$ cat config.mk
export PLATFORM = sky130hd
export DESIGN_NAME = irq_wake_ctrl
export DESIGN_NICKNAME = d
export VERILOG_FILES = /design/src/rtl/irq_wake_pkg.sv /design/src/rtl/irq_wake_ctrl.sv
export SDC_FILE = /design/constraint.sdc
export NUM_CORES = 1
export LEC_CHECK = 0
export BUFFER_PORTS_ARGS = -buffer_cell sky130_fd_sc_hd__buf_2
export CAP_MARGIN = 20
export CORE_MARGIN = 8
export CORE_UTILIZATION = 35
export CTS_CLUSTER_DIAMETER = 80
export DETAILED_ROUTE_END_ITERATION = 10
export SETUP_SLACK_MARGIN = 0.15
export SLEW_MARGIN = 20
export SYNTH_ARGS = -nofsm -noshare
export SYNTH_HDL_FRONTEND = slang
export SYNTH_SLANG_ARGS = --single-unit
$ cat constraint.sdc
create_clock -name ref_clk -period 4.35 [get_ports ref_clk]
set_clock_uncertainty 0.1 [all_clocks]
set_input_delay 0.2175 -clock ref_clk [delete_from_list [all_inputs] [get_ports ref_clk]]
set_output_delay 0.2175 -clock ref_clk [all_outputs]
set_load 0.01 [all_outputs]
$ cat src/rtl/irq_wake_pkg.sv
package irq_wake_pkg;

	// ----------------------------------------
	// Register map and reset values
	// ----------------------------------------
	localparam logic [7:0] opt_offset = 8'hc8;
	localparam logic [7:0] opt_reset = 8'h00;
	localparam logic [7:0] read_zero = 8'h00;

	// Field positions inside the option byte
	localparam int src1_level_pos = 6;
	localparam int src2_polarity_pos = 5;
	localparam int global_en_pos = 4;

	// ----------------------------------------
	// Timing
	// ----------------------------------------
	// Oscillator settle wait after a stop wake, in ns; plain default
	localparam int ref_clk_ns = 50;
	localparam int settle_time_ns = 102400;
	localparam logic [12:0] settle_cycles =
		13'((settle_time_ns + ref_clk_ns - 1) / ref_clk_ns);

	// Source numbers; 0 is the non-maskable one
	localparam int num_src = 5;
	localparam int num_pins = 8;

	// Option byte as stored
	typedef struct packed {
		logic unused_7;
		logic src1_level_select;
		logic src2_polarity_select;
		logic global_irq_enable;
		logic [3:0] unused_3_0;
	} opt_type;

	// Peripheral event flags and their enables
	typedef struct packed {
		logic timer_zero_flag;
		logic timer_irq_enable;
		logic converter_done_flag;
		logic converter_irq_enable;
		logic reload_overflow_flag;
		logic reload_overflow_irq_enable;
		logic reload_compare_flag;
		logic reload_compare_irq_enable;
		logic reload_edge_flag;
		logic reload_edge_irq_enable;
		logic serial_running_flag;
		logic serial_irq_enable;
	} periph_type;

	// Core execution mode at the moment of a wait or stop
	typedef enum logic [1:0] {
		mode_normal,
		mode_irq,
		mode_nmi
	} core_mode_type;

endpackage : irq_wake_pkg

$ cat src/rtl/irq_wake_ctrl.sv
// The implementer's own choice: the strobed register port.
`timescale 1ns/1ps
module irq_wake_ctrl (
	input wire logic ref_clk,
	input wire logic reset,
	input wire logic [7:0] reg_addr,
	input wire logic [7:0] reg_wdata,
	input wire logic reg_wr,
	input wire logic reg_rd,
	output logic [7:0] reg_rdata,
	input wire logic nmi_pin_n,
	input wire logic [7:0] port_a_pins,
	input wire logic [7:0] port_b_pins,
	input wire logic [7:0] port_c_pins,
	input wire logic [7:0] port_a_irq_en,
	input wire logic [7:0] port_b_irq_en,
	input wire logic [7:0] port_c_irq_en,
	input wire irq_wake_pkg::periph_type periph,
	input wire logic instr_boundary,
	input wire logic service_start,
	input wire logic [2:0] service_src,
	input wire logic wait_exec,
	input wire logic stop_exec,
	input wire irq_wake_pkg::core_mode_type core_mode,
	input wire logic watchdog_active,
	input wire logic [1:0] osc_source_sel,
	output logic [4:0] irq_request,
	output logic irq_pending,
	output logic [2:0] irq_vector,
	output logic core_halted,
	output logic osc_stopped,
	output logic instr_skipped,
	output logic wake_pulse,
	output logic wake_service_first,
	output logic [1:0] osc_source_out
);

	// ----------------------------------------
	// Option register
	// ----------------------------------------
	irq_wake_pkg::opt_type opt_ff;
	irq_wake_pkg::opt_type nxt_opt;
	irq_wake_pkg::opt_type act_ff;
	logic [7:0] rdata_ff;
	wire opt_hit = reg_addr == irq_wake_pkg::opt_offset;
	wire opt_write = reg_wr && opt_hit;

	// Unused bits are forced to zero so they never steer anything
	assign nxt_opt = '{
		unused_7: 1'b0,
		src1_level_select: reg_wdata[irq_wake_pkg::src1_level_pos],
		src2_polarity_select: reg_wdata[irq_wake_pkg::src2_polarity_pos],
		global_irq_enable: reg_wdata[irq_wake_pkg::global_en_pos],
		unused_3_0: 4'h0
	};

	// Byte write only; there is no read-modify path
	always_ff @(posedge ref_clk) begin
		if (reset) begin
			opt_ff <= irq_wake_pkg::opt_reset;
		end else if (opt_write) begin
			opt_ff <= nxt_opt;
		end
	end

	// Working copy moves only at an instruction boundary so the
	// current instruction never sees a half-applied mode change
	always_ff @(posedge ref_clk) begin
		if (reset) begin
			act_ff <= irq_wake_pkg::opt_reset;
		end else if (instr_boundary) begin
			act_ff <= opt_ff;
		end
	end

	// Every read, mapped or not, answers zero one cycle later
	always_ff @(posedge ref_clk) begin
		if (reset) begin
			rdata_ff <= irq_wake_pkg::read_zero;
		end else if (reg_rd) begin
			rdata_ff <= irq_wake_pkg::read_zero;
		end
	end
	assign reg_rdata = rdata_ff;

	// ----------------------------------------
	// Pin synchronisers
	// ----------------------------------------
	localparam int pin_w = 25;
	logic [pin_w-1:0] s1_ff;
	logic [pin_w-1:0] s2_ff;
	logic [pin_w-1:0] s3_ff;
	logic [pin_w-1:0] pin_ff;
	wire [pin_w-1:0] pin_raw = {nmi_pin_n, port_c_pins, port_b_pins, port_a_pins};
	wire [pin_w-1:0] pin_agree = ~(s2_ff ^ s3_ff);

	// A bit only moves once two later stages agree, which
	// drops single-cycle glitches seen near a clock edge
	always_ff @(posedge ref_clk) begin
		if (reset) begin
			s1_ff <= '1;
			s2_ff <= '1;
			s3_ff <= '1;
			pin_ff <= '1;
		end else begin
			s1_ff <= pin_raw;
			s2_ff <= s1_ff;
			s3_ff <= s2_ff;
			pin_ff <= (pin_agree & s3_ff) | (~pin_agree & pin_ff);
		end
	end

	wire [7:0] pa = pin_ff[7:0];
	wire [7:0] pb = pin_ff[15:8];
	wire [7:0] pc = pin_ff[23:16];
	wire nmi_n = pin_ff[24];

	// ----------------------------------------
	// Source lines
	// ----------------------------------------
	// Enabled port A or B pin pulled low asserts its line; port C follows the polarity select
	wire src1_line = |(~pa & port_a_irq_en) | |(~pb & port_b_irq_en);
	wire src2_rise = |(pc & port_c_irq_en);
	wire src2_fall = |(~pc & port_c_irq_en);
	wire src2_line = act_ff.src2_polarity_select ? src2_rise : src2_fall;
	wire serial_done = periph.serial_irq_enable && !periph.serial_running_flag;
	wire src3_line = (periph.reload_overflow_flag && periph.reload_overflow_irq_enable)
		|| (periph.reload_compare_flag && periph.reload_compare_irq_enable)
		|| (periph.reload_edge_flag && periph.reload_edge_irq_enable);
	wire src4_line = (periph.timer_zero_flag && periph.timer_irq_enable)
		|| (periph.converter_done_flag && periph.converter_irq_enable);

	logic nmi_prev_ff;
	logic src1_prev_ff;
	logic src2_prev_ff;
	logic ser_prev_ff;
	always_ff @(posedge ref_clk) begin
		if (reset) begin
			nmi_prev_ff <= 1'b0;
			src1_prev_ff <= 1'b0;
			src2_prev_ff <= 1'b0;
			ser_prev_ff <= 1'b0;
		end else begin
			nmi_prev_ff <= !nmi_n;
			src1_prev_ff <= src1_line;
			src2_prev_ff <= src2_line;
			ser_prev_ff <= serial_done;
		end
	end

	// Each edge term compares a line, settled except the serial one, with its own past
	wire nmi_edge = !nmi_n && !nmi_prev_ff;
	wire src1_edge = src1_line && !src1_prev_ff;
	wire src2_edge = src2_line && !src2_prev_ff;
	wire ser_edge = serial_done && !ser_prev_ff;

	// ----------------------------------------
	// Edge latches
	// ----------------------------------------
	logic nmi_lat_ff;
	logic src1_lat_ff;
	logic src2_lat_ff;
	wire clr0 = service_start && service_src == 3'd0;
	wire clr1 = service_start && service_src == 3'd1;
	wire clr2 = service_start && service_src == 3'd2;

	// A new edge in the clearing cycle wins over the clear; a
	// set latch ignores later edges, so only the first is kept
	always_ff @(posedge ref_clk) begin
		if (reset) begin
			nmi_lat_ff <= 1'b0;
			src1_lat_ff <= 1'b0;
			src2_lat_ff <= 1'b0;
		end else begin
			nmi_lat_ff <= nmi_edge || (nmi_lat_ff && !clr0);
			src1_lat_ff <= (src1_edge && !act_ff.src1_level_select)
				|| (src1_lat_ff && !clr1);
			src2_lat_ff <= src2_edge || ser_edge || (src2_lat_ff && !clr2);
		end
	end

	// ----------------------------------------
	// Requests to the core
	// ----------------------------------------
	// Level mode on source 1 bypasses any stored edge without clearing it
	wire src1_req = act_ff.src1_level_select ? src1_line : src1_lat_ff;
	wire [4:0] raw_req = {src4_line, src3_line, src2_lat_ff, src1_req, nmi_lat_ff};
	wire gen = act_ff.global_irq_enable;
	// Maskable requests are dropped while the global enable is low
	assign irq_request = {raw_req[4:1] & {4{gen}}, raw_req[0]};
	assign irq_pending = |irq_request;

	// Lowest number wins; vector numbers match source numbers
	function automatic logic [2:0] first_src(input logic [4:0] req);
		logic [2:0] n;
		n = 3'd0;
		for (int i = 4; i >= 0; i--) begin
			if (req[i]) begin
				n = 3'(i);
			end
		end
		return n;
	endfunction : first_src

	assign irq_vector = first_src(irq_request);

	// Wake needs the global enable even for the non-maskable line
	wire wake_any = gen && |raw_req;
	// Stop hears pins and the source 2 latch, which a serial edge also sets once latched; sources 3 and 4 are ignored
	wire wake_ext = gen && (raw_req[0] || src1_req
		|| (src2_lat_ff && !ser_edge));

	// ----------------------------------------
	// Power state machine
	// ----------------------------------------
	typedef enum logic [1:0] {
		st_run,
		st_wait,
		st_stop,
		st_settle
	} pwr_type;
	pwr_type pwr_ff;
	pwr_type nxt_pwr;
	logic [12:0] cnt_ff;
	logic [12:0] nxt_cnt;
	logic nmi_entry_ff;
	logic skip_ff;
	logic wake_ff;

	wire enter_req = wait_exec || stop_exec;
	wire skip_now = enter_req && irq_pending;
	// Watchdog turns a stop into a wait
	wire go_stop = stop_exec && !watchdog_active && !irq_pending;
	wire go_wait = enter_req && !go_stop && !irq_pending;

	always_comb begin
		nxt_pwr = pwr_ff;
		nxt_cnt = cnt_ff;
		case (pwr_ff)
			st_run: begin
				if (go_stop) begin
					nxt_pwr = st_stop;
				end else if (go_wait) begin
					nxt_pwr = st_wait;
				end
			end
			st_wait: begin
				if (wake_any) begin
					nxt_pwr = st_run;
				end
			end
			st_stop: begin
				if (wake_ext) begin
					nxt_pwr = st_settle;
					nxt_cnt = irq_wake_pkg::settle_cycles - 13'd1;
				end
			end
			st_settle: begin
				if (cnt_ff == 13'd0) begin
					nxt_pwr = st_run;
				end else begin
					nxt_cnt = cnt_ff - 13'd1;
				end
			end
			default: begin
				nxt_pwr = st_run;
			end
		endcase
	end

	// Synchronous reset here also abandons any low-power state
	always_ff @(posedge ref_clk) begin
		if (reset) begin
			pwr_ff <= st_run;
			cnt_ff <= 13'd0;
		end else begin
			pwr_ff <= nxt_pwr;
			cnt_ff <= nxt_cnt;
		end
	end

	wire leaving = pwr_ff != st_run && nxt_pwr == st_run;

	// Entry mode decides how the core resumes
	always_ff @(posedge ref_clk) begin
		if (reset) begin
			nmi_entry_ff <= 1'b0;
			skip_ff <= 1'b0;
			wake_ff <= 1'b0;
		end else begin
			if (pwr_ff == st_run && enter_req) begin
				nmi_entry_ff <= core_mode == irq_wake_pkg::mode_nmi;
			end
			skip_ff <= skip_now;
			wake_ff <= leaving;
		end
	end

	assign core_halted = pwr_ff != st_run;
	assign osc_stopped = pwr_ff == st_stop;
	assign instr_skipped = skip_ff;
	assign wake_pulse = wake_ff;
	// From normal or interrupt routine the request is serviced first
	assign wake_service_first = wake_ff && !nmi_entry_ff;
	// Selection passes straight through; waking never touches it
	assign osc_source_out = osc_source_sel;
endmodule : irq_wake_ctrl

==> metrics <==
DRC viols 0; share of the yosys chip area belonging to registers 54.0%; largest net degree at the start of global routing 58; Max clock buf depth 2; post-route insts no fill between 800 and 900; Antenna diodes 0; die width 134 um; I/O Buffers 98; CTS Buf Count 17; I/O pin count 117; clock-pin slew on the worst setup and hold paths 60 ps; Max-slew headroom a little over a quarter; fillcell total 1311; cell taking the most area after synthesis dfxtp_1; Max Fclk between 300 and 400 MHz; Setup crit end kind output port; total power 2.76 mW; Setup Crit Path Kind register to output port; area grow syn2layout 30.0%; commonest non-fill, non-tap cells in the layout dfxtp_1, buf_2, or2_2; Fin. Hold Viols 0; Mapped Area 4850 um^2; Vias 3915; clk sinks 131; DP HPWL about 7300 um; startpoint types register; worst hold path class input port to register; setup_tns 0 ps; routed len/inst 12.9 um; Final Cycle Share between 60% and 70%; top cell type's share of synthesized area between 50% and 60%; nets@finish 729; Post-synth EDFFs 0; CTS tree yes; die height 134 um; Remaining Overflow, GRT 0; CTS Root Cell clkbuf_16; post-CTS setup buffer count 0; DP Cell Count 763; P per Cell Area 438 nW/um^2; RD Place Congestion between 0.7 and 0.8; vias in the first global route 3969; most common cell after layout, fill and taps aside dfxtp_1; via/cell ratio 4.73; Slew Viols, Final 0; Mapped Cells 510; top_reg_cell synth dfxtp_1; total global-route track usage 12.2%; post_cts resized 0; clk_lat worst skew a little over 400 ps; Period minus WS final 2810 ps; layout cell share with drive strength beyond 1 33.6%; worst-margin pin slew 1100 ps; Detail Route Antenna Nets 0; Synth cell types between 50 and 60; drt first-iter violations 195; Synth area leaders dfxtp_1, or2_2, nor2_1, a21oi_1, a311oi_1; syn avg cell area between 9 and 10 um^2; CTS Hold Buffers Added 33; Ys Warns 0; Crit Path Max Fanout 8; core area 13700 um^2; Initial Util 35.4%; DRT Pass-1 Iters 4; Max IR drop VDD 0.280 mV; first-pass GRT wire length 17700 um; Worst EP arrival 2490 ps; H-tree depth 4; Routed WL between 10000 and 15000 um; max_cap viols 0; register bit total from synthesis 131; row count 43; RSZ-0062 raised after global routing false; P_leak approximately 2.7 nW; status complete, no violations; final setup vio count 0; post-synthesis async set-or-reset flop share 0%; die area 17900 um^2; required time worst endpoint around 4000 ps; initial antenna violation count 0
[power breakdown]
part / internal, mW / leakage [nW] / switching (mW)
clock: 0.776 / 0.268 / 0.505
sequential: 1.24 / 1.07 / 0.0247
combinational: 0.109 / 1.31 / 0.105
total: 2.13 / 2.65 / 0.635
[kinds of logic after synthesis]
logic type	synth area share, %
compound gates	15.2
fa+ha+maj	0.258
buf+inv	5.23
flops	54.0
mux	1.44
other cells	0.0773
simple gates	23.7
[routing by layer]
metal  vias to the layer above  GRT usage [%]  wire [um]
met5                         -              0          0
met4                         0           5.93        162
met3                        11           5.12        772
met2                       102           20.6       5100
met1                      1813           12.8       4620
li1                       1989              -          -
[area by class of cell]
cell class,count,area (um^2),area share [%]
Sequential cell,131,2620,41.6
Multi-Input combinational cell,332,2010,31.8
Timing Repair Buffer,132,828,13.1
Clock buffer,17,425,6.74
Tap cell,180,225,3.57
Clock inverter,15,119,1.88
Inverter,21,78.8,1.25
[Yosys cell counts, types with 3 or more instances]
library cell / n
a22oi_1: 4
nand2b_1: 15
a222oi_1: 3
nor2_1: 52
a31oi_1: 3
clkbuf_1: 17
a21oi_1: 37
nand3_1: 3
nor4_1: 5
nand2_1: 12
nor3_1: 5
o21ai_0: 28
o31ai_1: 3
o2111ai_1: 4
a211oi_1: 4
mux2i_1: 7
inv_1: 20
nor3b_1: 3
nor2b_1: 10
or2_2: 78
dfxtp_1: 131
a311oi_1: 17
buf_4: 11
[worst max-delay path, stage by stage, from the launching register on]
cell and delay, ps:
dfxtp_1 330, nand2b_1 120, o2111ai_1 210, nor4_4 600
a21oi_1 200, and2_1 230, and4b_1 250, buf_2 130
[stage by stage]
stage / setup WS, ps / util, % / area, um^2 / hold slack [ps]
floorplan: 2240 / - / 4880 / 194
global placement: 1700 / 39.6 / 5430 / 291
detailed placement: 1650 / 39.6 / 5430 / 294
CTS: 1510 / 45.9 / 6300 / 11.0
global route: 1350 / 46.0 / 6310 / 48.8
finish: 1540 / 46.0 / 6310 / 24.1
[worst paths after layout]
| check | cells past startpoint | slack (ps) | endpoint | startpoint |
|---|---|---|---|---|
| setup reg to reg | 6 | 1660 | pwr_ff[0] | register |
| hold / removal | 3 | 20 | gen | instr_boundary |
| hold reg to reg | 1 | 310 | s2_ff[11] | s1_ff[11] |
| setup / recovery | 7 | 1540 | irq_vector[2] | register |
No activity file was read; power rests on OpenSTA's default activity.
